<file path="config.mk">
export PLATFORM = sky130hd
export DESIGN_NAME = modem_status_baud
export DESIGN_NICKNAME = d
export VERILOG_FILES = /design/src/design/modem_status_pkg.sv /design/src/design/modem_status_baud.sv
export SDC_FILE = /design/constraint.sdc
export NUM_CORES = 1
export LEC_CHECK = 0
export ABC_AREA = 1
export BUFFER_PORTS_ARGS = -buffer_cell sky130_fd_sc_hd__buf_2
export CORE_MARGIN = 2
export CORE_UTILIZATION = 40
export CTS_CLUSTER_SIZE = 24
export DETAILED_ROUTE_END_ITERATION = 6
export SLEW_MARGIN = 0
export SYNTH_ARGS = -nofsm -noshare
export SYNTH_HDL_FRONTEND = slang
export SYNTH_SLANG_ARGS = --single-unit
</file>
<file path="constraint.sdc">
create_clock -name CORE_CLK -period 3.35 [get_ports CORE_CLK]
set_input_delay 0.5025 -clock CORE_CLK [delete_from_list [all_inputs] [get_ports CORE_CLK]]
set_output_delay 0.5025 -clock CORE_CLK [all_outputs]
set_load 0.01 [all_outputs]
</file>
<file path="src/design/modem_status_pkg.sv">
// Purpose: Shared constants for the modem status and baud generator block
// Assumes: AHB-Lite register bus, 32-bit data, one word per register
// Notes: Offsets are byte addresses
package modem_status_pkg;
   localparam logic [7:0] DIV_LOW_OFS = 8'h00;
   localparam logic [7:0] DIV_HIGH_OFS = 8'h04;
   localparam logic [7:0] MODEM_CTRL_OFS = 8'h08;
   localparam logic [7:0] INT_ENABLE_OFS = 8'h0c;
   localparam logic [7:0] MODEM_STATUS_OFS = 8'h10;
   localparam int LOOP_BIT = 4;
   localparam int MSI_EN_BIT = 3;
   localparam int LEVEL_LSB = 4;
   localparam logic [4:0] MCR_RESET = 5'h00;
   localparam logic [15:0] DIV_RESET = 16'h0000;
   localparam int SYNC_STAGES = 2;
endpackage

</file>
<file path="src/design/modem_status_baud.sv">
// Purpose: Modem status register with change flags and a 16x baud divider
// Assumes: Handshake pins are asynchronous; AHB-Lite slave with no wait states
// Notes: Status reads take effect at the end of the data phase
`timescale 1ns/1ps
module modem_status_baud #(
   parameter int ADDR_W = 8
) (
   input wire logic CORE_CLK,
   input wire logic NRST,
   input wire logic HSEL,
   input wire logic [ADDR_W-1:0] HADDR,
   input wire logic [1:0] HTRANS,
   input wire logic HWRITE,
   input wire logic [2:0] HSIZE,
   input wire logic [31:0] HWDATA,
   input wire logic HREADY,
   output logic [31:0] HRDATA,
   output logic HREADYOUT,
   output logic HRESP,
   input wire logic CTS_N,
   input wire logic DSR_N,
   input wire logic RI_N,
   input wire logic DCD_N,
   output logic RTS_N,
   output logic DTR_N,
   output logic BAUD16_TICK,
   output logic MSI_IRQ
);
   logic [3:0] pin_s1;
   logic [3:0] pin_s2;
   logic [4:0] modem_control_reg;
   logic msi_enable;
   logic [7:0] div_low;
   logic [7:0] divisor_high_byte;
   logic [15:0] cnt;
   logic [3:0] lvl;
   logic [3:0] lvl_q;
   logic [3:0] ev;
   logic [3:0] delta;
   logic [3:0] held;
   logic [3:0] next_delta;
   logic [15:0] next_div;
   logic rd_start;
   logic rd_busy;
   logic acc;
   logic wr_pend;
   logic [ADDR_W-1:0] wr_addr;
   logic loopback_select;
   logic div_wr;
   logic [7:0] rd_mux;

   assign HREADYOUT = 1'b1;
   assign HRESP = 1'b0;
   assign acc = HSEL && HTRANS[1] && HREADY;
   assign rd_start = acc && !HWRITE && (HADDR == ADDR_W'(modem_status_pkg::MODEM_STATUS_OFS));
   assign loopback_select = modem_control_reg[modem_status_pkg::LOOP_BIT];

   // Pin order in vectors: 0 clear-to-send, 1 ready, 2 ring, 3 carrier
   always_ff @(posedge CORE_CLK) begin
      if (!NRST) begin
         pin_s1 <= 4'hf;
         pin_s2 <= 4'hf;
      end else begin
         pin_s1 <= {DCD_N, RI_N, DSR_N, CTS_N};
         pin_s2 <= pin_s1;
      end
   end

   always_comb begin
      if (loopback_select) begin
         lvl = {modem_control_reg[3], modem_control_reg[2],
                modem_control_reg[0], modem_control_reg[1]};
      end else begin
         lvl = ~pin_s2;
      end
   end

   // Ring flag takes only the trailing edge: level indicator falling from one to zero
   assign ev[0] = lvl[0] ^ lvl_q[0];
   assign ev[1] = lvl[1] ^ lvl_q[1];
   assign ev[2] = lvl_q[2] & ~lvl[2];
   assign ev[3] = lvl[3] ^ lvl_q[3];

   // Events in the address phase of a status read wait in held until the read ends
   always_comb begin
      if (rd_busy) begin
         next_delta = (held | ev) & ~delta;
      end else if (rd_start) begin
         next_delta = delta;
      end else begin
         next_delta = delta | ev;
      end
   end

   always_ff @(posedge CORE_CLK) begin
      if (!NRST) begin
         lvl_q <= 4'h0;
         delta <= 4'h0;
         held <= 4'h0;
         rd_busy <= 1'b0;
      end else begin
         lvl_q <= lvl;
         delta <= next_delta;
         held <= (rd_start && !rd_busy) ? ev : 4'h0;
         rd_busy <= rd_start;
      end
   end

   // Registered request, taken from next_delta so it changes in the same cycle as the flags
   always_ff @(posedge CORE_CLK) begin
      if (!NRST) begin
         MSI_IRQ <= 1'b0;
      end else begin
         MSI_IRQ <= msi_enable && (next_delta != 4'h0);
      end
   end

   // Write data arrives one cycle after the address phase
   always_ff @(posedge CORE_CLK) begin
      if (!NRST) begin
         wr_pend <= 1'b0;
         wr_addr <= '0;
      end else begin
         wr_pend <= acc && HWRITE;
         wr_addr <= HADDR;
      end
   end

   // Either divisor byte write restarts the count
   assign div_wr = wr_pend && (wr_addr == ADDR_W'(modem_status_pkg::DIV_LOW_OFS) ||
                               wr_addr == ADDR_W'(modem_status_pkg::DIV_HIGH_OFS));

   always_comb begin
      next_div = {divisor_high_byte, div_low};
      if (wr_pend && wr_addr == ADDR_W'(modem_status_pkg::DIV_LOW_OFS)) begin
         next_div[7:0] = HWDATA[7:0];
      end
      if (wr_pend && wr_addr == ADDR_W'(modem_status_pkg::DIV_HIGH_OFS)) begin
         next_div[15:8] = HWDATA[7:0];
      end
   end

   always_ff @(posedge CORE_CLK) begin
      if (!NRST) begin
         modem_control_reg <= modem_status_pkg::MCR_RESET;
         msi_enable <= 1'b0;
         div_low <= modem_status_pkg::DIV_RESET[7:0];
         divisor_high_byte <= modem_status_pkg::DIV_RESET[15:8];
      end else if (wr_pend) begin
         if (wr_addr == ADDR_W'(modem_status_pkg::MODEM_CTRL_OFS)) begin
            modem_control_reg <= HWDATA[4:0];
         end
         if (wr_addr == ADDR_W'(modem_status_pkg::INT_ENABLE_OFS)) begin
            msi_enable <= HWDATA[modem_status_pkg::MSI_EN_BIT];
         end
         div_low <= next_div[7:0];
         divisor_high_byte <= next_div[15:8];
      end
   end

   // Outputs go inactive high in loopback
   always_ff @(posedge CORE_CLK) begin
      if (!NRST) begin
         RTS_N <= 1'b1;
         DTR_N <= 1'b1;
      end else begin
         RTS_N <= loopback_select || !modem_control_reg[1];
         DTR_N <= loopback_select || !modem_control_reg[0];
      end
   end

   // Tick every divisor cycles gives the 16x sampling clock; zero stops it
   always_ff @(posedge CORE_CLK) begin
      if (!NRST) begin
         cnt <= modem_status_pkg::DIV_RESET;
         BAUD16_TICK <= 1'b0;
      end else if (div_wr) begin
         cnt <= next_div;
         BAUD16_TICK <= 1'b0;
      end else if (cnt <= 16'h0001 && next_div != 16'h0000) begin
         cnt <= next_div;
         BAUD16_TICK <= 1'b1;
      end else begin
         cnt <= (cnt == 16'h0000) ? 16'h0000 : cnt - 16'h0001;
         BAUD16_TICK <= 1'b0;
      end
   end

   // Status read returns the flags as they stand before its own events
   always_comb begin
      rd_mux = 8'h00;
      case (HADDR)
         ADDR_W'(modem_status_pkg::DIV_LOW_OFS): rd_mux = div_low;
         ADDR_W'(modem_status_pkg::DIV_HIGH_OFS): rd_mux = divisor_high_byte;
         ADDR_W'(modem_status_pkg::MODEM_CTRL_OFS): rd_mux = {3'h0, modem_control_reg};
         ADDR_W'(modem_status_pkg::INT_ENABLE_OFS): rd_mux = {4'h0, msi_enable, 3'h0};
         ADDR_W'(modem_status_pkg::MODEM_STATUS_OFS): rd_mux = {lvl_q, next_delta};
         default: rd_mux = 8'h00;
      endcase
   end

   // Captured in the address phase; stands until the next read
   always_ff @(posedge CORE_CLK) begin
      if (!NRST) begin
         HRDATA <= 32'h0000_0000;
      end else if (acc && !HWRITE) begin
         HRDATA <= {24'h00_0000, rd_mux};
      end
   end
endmodule

</file>
# Word level (Yosys, flattened, before mapping)
# Cells that the tools add are included.
[classes]
muxes = 10
order_cmp = 1
addsub = 1
reduce_logical = 27
n_eq_ne = 7
bitwise_logic = 11
[op_table]
columns = ["op", "count"]
rows = [
  ["16-bit two-way mux", 3],
  ["8-bit case mux with 5 select lines", 1],
  ["8-bit by 4-bit equality test with 1-bit output (second input constant)", 4],
  ["8-bit by 3-bit equality test with 1-bit output (second input constant)", 2],
  ["16-bit by 1-bit <= comparator with 1-bit output (second input constant)", 1],
  ["16-bit zero test", 1],
  ["8-bit zero test", 2],
  ["8-bit two-way mux", 2],
  ["16-bit nonzero test", 1],
  ["16-bit by 1-bit subtractor with 16-bit output (second input constant)", 1],
  ["4-bit two-way mux", 3],
  ["1-bit logical AND", 11],
  ["8-bit by 5-bit equality test with 1-bit output (second input constant)", 1],
  ["4-bit inverter", 2],
  ["4-bit bitwise OR", 2],
  ["2-bit AND reduction", 3],
  ["4-bit AND", 1],
  ["1-bit zero test", 4],
  ["4-bit nonzero test", 1],
  ["1-bit logical OR", 3],
  ["1-bit XOR", 3],
  ["1-bit inverter", 2],
  ["2-bit OR reduction", 1],
  ["1-bit AND", 1],
  ["1-bit two-way mux", 1],
]
[totals]
input_bits = 54
wordCells = 75
out_inout_bits = 38
regBits = 80

# Depth between registers and ports, before layout
[depth]
depth_word = 9
mapped_depth = 16

# Worst setup path after synthesis
# No wires, ideal clock.
[synth_timing]
kind = "register to register"
start = "register cnt[0]"
end = "register cnt[10]"
arrival_ps = 1702
period_less_slack_ps = 1815
setup_ps = 113
path_slack_ps = 1535
t_required_ps = 3237
stages_incl_launch_ff = 15
path_cell_list = "dfxtp_1 -> inv_1 -> ha_1 -> inv_1 -> nor2_1 -> inv_1 -> nor2_1 -> inv_1 -> a21oi_2 -> nand2_4 -> nand2_4 -> buf_6 -> nand2_1 -> nand2_1 -> nor2_1"
[synth_via]
elab_chain_cells = 4
[synth_lines]
columns = ["element", "line", "rtl"]
rows = [
  ["start, declared", "modem_status_baud.sv:35", "logic [15:0] cnt;"],
  ["start signal, assigned", "modem_status_baud.sv:175", "cnt <= modem_status_pkg::DIV_RESET;"],
  ["start signal, assigned", "modem_status_baud.sv:178", "cnt <= next_div;"],
  ["start signal, assigned", "modem_status_baud.sv:181", "cnt <= next_div;"],
  ["16-bit by 1-bit subtractor with 16-bit output (tied with other cells)", "modem_status_baud.sv:184", "cnt <= (cnt == 16'h0000) ? 16'h0000 : cnt - 16'h0001;"],
  ["16-bit two-way mux or 1-bit logical AND (tied branches)", "modem_status_baud.sv:184, modem_status_baud.sv:180", ""],
  ["16-bit two-way mux *", "modem_status_baud.sv:180", "end else if (cnt <= 16'h0001 && next_div != 16'h0000) begin"],
  ["16-bit two-way mux *", "modem_status_baud.sv:177", "end else if (div_wr) begin"],
]
# Every way passes the cells marked *; elsewhere a longest branch is shown, timed or not.
# A chain may end at the register's enable or synchronous reset.

# Final worst setup path
[layout_timing]
start = "register wr_addr[7]"
end = "register cnt[11]"
[layout_via]
elab_chain_cells = 7
[layout_lines]
columns = ["element", "line", "rtl"]
rows = [
  ["start, declared", "modem_status_baud.sv:47", "logic [ADDR_W-1:0] wr_addr;"],
  ["start signal, assigned", "modem_status_baud.sv:122", "wr_addr <= '0;"],
  ["start signal, assigned", "modem_status_baud.sv:125", "wr_addr <= HADDR;"],
  ["8-bit by 3-bit equality test with 1-bit output or 8-bit zero test (tied branches)", "--", ""],
  ["1-bit logical AND, on equally long branches", "modem_status_baud.sv:138, modem_status_baud.sv:135", ""],
  ["8-bit two-way mux, on equally long branches", "modem_status_baud.sv:138, modem_status_baud.sv:135", ""],
  ["16-bit nonzero test", "modem_status_baud.sv:180", ""],
  ["1-bit logical AND", "modem_status_baud.sv:180", ""],
  ["16-bit two-way mux", "modem_status_baud.sv:180", ""],
  ["16-bit two-way mux *", "modem_status_baud.sv:177", ""],
  ["end signal, assigned", "modem_status_baud.sv:178", ""],
  ["end signal, assigned", "modem_status_baud.sv:181", ""],
  ["end signal, assigned", "modem_status_baud.sv:184", ""],
]
# Marks and branches as above.

==> reports/metrics.cfg <==
[outcome]
status = finished clean

[worst_setup_path]
timing.rr.end = cnt[11]$_SDFF_PN0_
cp-start-kind = flop
crit_path_frequent_cell = nand2_1
cp_max_fo = 26
setup.worst_path.class = flop to flop
cpMaxStageDelayCell = dfxtp_1
cp.required_ps = 3650
crit_family = simple AND/OR/NAND/NOR gates
reg2reg_depth = 15
rrSetupSlack_ps = 1100
arrival_ps = 2550
critPathBufInv = 0
slowest_delay_ps = 310
path_cells = nor2_1 -> nand2_2 -> nor2_8 -> nand2_4 -> nand2_1 -> nand2_1 -> nor2_1 -> nand2_1 -> nor2_1 -> nand2_1 -> nand2_4 -> nand2_4 -> nand2_1 -> nand2_1 -> nor2_1
r2r-start = wr_addr[7]$_SDFF_PN0_
critPathCaptureType = flop

[die]
die_w_um = 103
coreArea_sq_um = 9330
die_h_um = 103
rows = 35
initial_core_util_pct = 41.7
ioPinCount = 92
dieArea_sq_um = 10500

[clock_network]
cts_tree = done
numCtsBuffers = 9
clock_latency_ps = 360
post_cts_resized = 0
cts_max_level = 3
cts_sinks = 80
cts.path.max_buffers = 2
path_clk_slew_ps = 100
root_buffer = clkbuf_8
hold_buffers = 0
post-cts-setup-buffers = 0

[layout]
largest_register_ffs = 16
design_area_sq_um = 4310
layout_commonest_cell = nand2_1
n_antenna_cell = 0
mostFrequentLayoutCells = 138 x nand2_1, 105 x nor2_1, 80 x dfxtp_1
nets = 658
area_growth_pct = 10.8
top_register = cnt
final_cells = 735
utilization_pct = 46.2
drive_gt1_share_pct = 12.5

[placement]
dp_cells = 719
place_area_sq_um = 4080
place_congestion = 0.839
place_hpwl_um = 6630
dp_slack_ps = 1080
numPortBuffers = 37

[logic_synthesis]
synth_area_per_cell_sq_um = 6.87
seq_area_frac_synth_pct = 41.2
netlist_top_cells_area = dfxtp_1 41%, nand2_1 13%, nor2_1 10%, inv_1 6.8%, buf_4 5.4%
synthFlopType = dfxtp_1
synth-edff-count = 0
async_flop_share_pct = 0
synth_seq_cells = 80
yosysWarnings = 0
synthCells = 566
yosysUniqueCellTypes = 35
synth_area_sq_um = 3890
synth_top_area_share_pct = 41.2
synth_top_area_cell = dfxtp_1

[sta]
finalHoldViolations = 0
slew_headroom_pct = 42.6
max_freq_mhz = 445
setup_viol = 0
clock_skew_ps = 11.1
tightest_slew_ps = 854
rsz0062_at_grt = no
drv_slew = 0
finalWorstSetupSlack_ps = 1100
hold-worst-slack_ps = 319
period_share_pct = 67.1
finalCriticalPeriod_ps = 2250
tns_ps = 0

[power_and_ir_drop]
power_density_nw_per_um2 = 630
total_power_mw = 2.71
ir_worst_vdd_uv = 212
p_leak_nw = 2.04

[global_route]
grt_pass1_vias = 3104
grt_overflow = 0
antenna_found_initial = 0
grt_pass1_wl_um = 14600
gr-usage-all-layers_pct = 18.0
grt_max_degree = 46

[detailed_routing]
postRouteAntennaNets = 0
dr.pass1.iters = 4
wl_per_cell_um = 12.1
dr_total_vias = 3365
via_per_inst = 4.58
drt_iter0_markers = 201
wl_um = 8900
drc = 0

[flow_run]
max_cap_violations = 0

[min_path]
hold_end = pin_s1[3]$_SDFF_PN1_
worstHoldStart = DCD_N
hold_class = input port to flop
worstHoldPathCells = 2

cell usage after synthesis (6+ instances only):
master and count:
inv_1 70, xor2_1 6, buf_4 28, nand2_1 138
nand3_1 26, xnor2_1 7, dfxtp_1 80, or2_2 9
o21ai_0 19, nor2_1 105, a21oi_1 24, clkbuf_1 9
power breakdown:
part / switching, mW / internal (mW) / leakage (nW)
Sequential: 0.0754 / 1.04 / 0.652
Combinational: 0.454 / 0.303 / 1.27
Clock: 0.400 / 0.438 / 0.119
per-layer routing:
layer  vias to the layer above  routed length, um  GRT usage, %
li1                       1766                  -             -
met1                      1507               4640          26.1
met2                        83               3650          26.9
met3                         9                500          4.07
met4                         0                104          4.62
met5                         -                  0             0
cell families (layout without fill, tap and decap cells):
group,after synthesis,in the layout,synth area share [%]
flops,80,80,41.2
buf+inv,111,127,13.6
compound gates,60,60,8.91
fa+ha+maj,3,3,0.965
simple gates,297,297,32.2
other cells,2,26,0.193
xor+xnor,13,13,2.93
how the worst max path moves through the flow:
stage | from | endpoint | slack [ps] | depth (start not counted)
after floorplan | cnt[0]$_SDFF_PN0_ | cnt[10]$_SDFF_PN0_ | 1540 | 14
after global placement | HADDR[1] | HRDATA[0]$_SDFFE_PN0N_ | 1110 | 8
after detailed placement | HREADY | HRDATA[3]$_SDFFE_PN0N_ | 1080 | 9
after CTS | cnt[0]$_SDFF_PN0_ | cnt[11]$_SDFF_PN0_ | 1090 | 13
after global routing | wr_addr[7]$_SDFF_PN0_ | cnt[11]$_SDFF_PN0_ | 810 | 15
final | wr_addr[7]$_SDFF_PN0_ | cnt[11]$_SDFF_PN0_ | 1100 | 15
final cells by class:
cell class / instances / area (sq um)
inverters: 73 / 274
repair buffers: 38 / 193
clock inverters: 7 / 109
fillers: 970 / 5020
clock buffers: 9 / 124
multi-input cells: 399 / 1850
flip-flops and latches: 80 / 1600
well taps: 129 / 161
(Power assumes the default switching activity.)
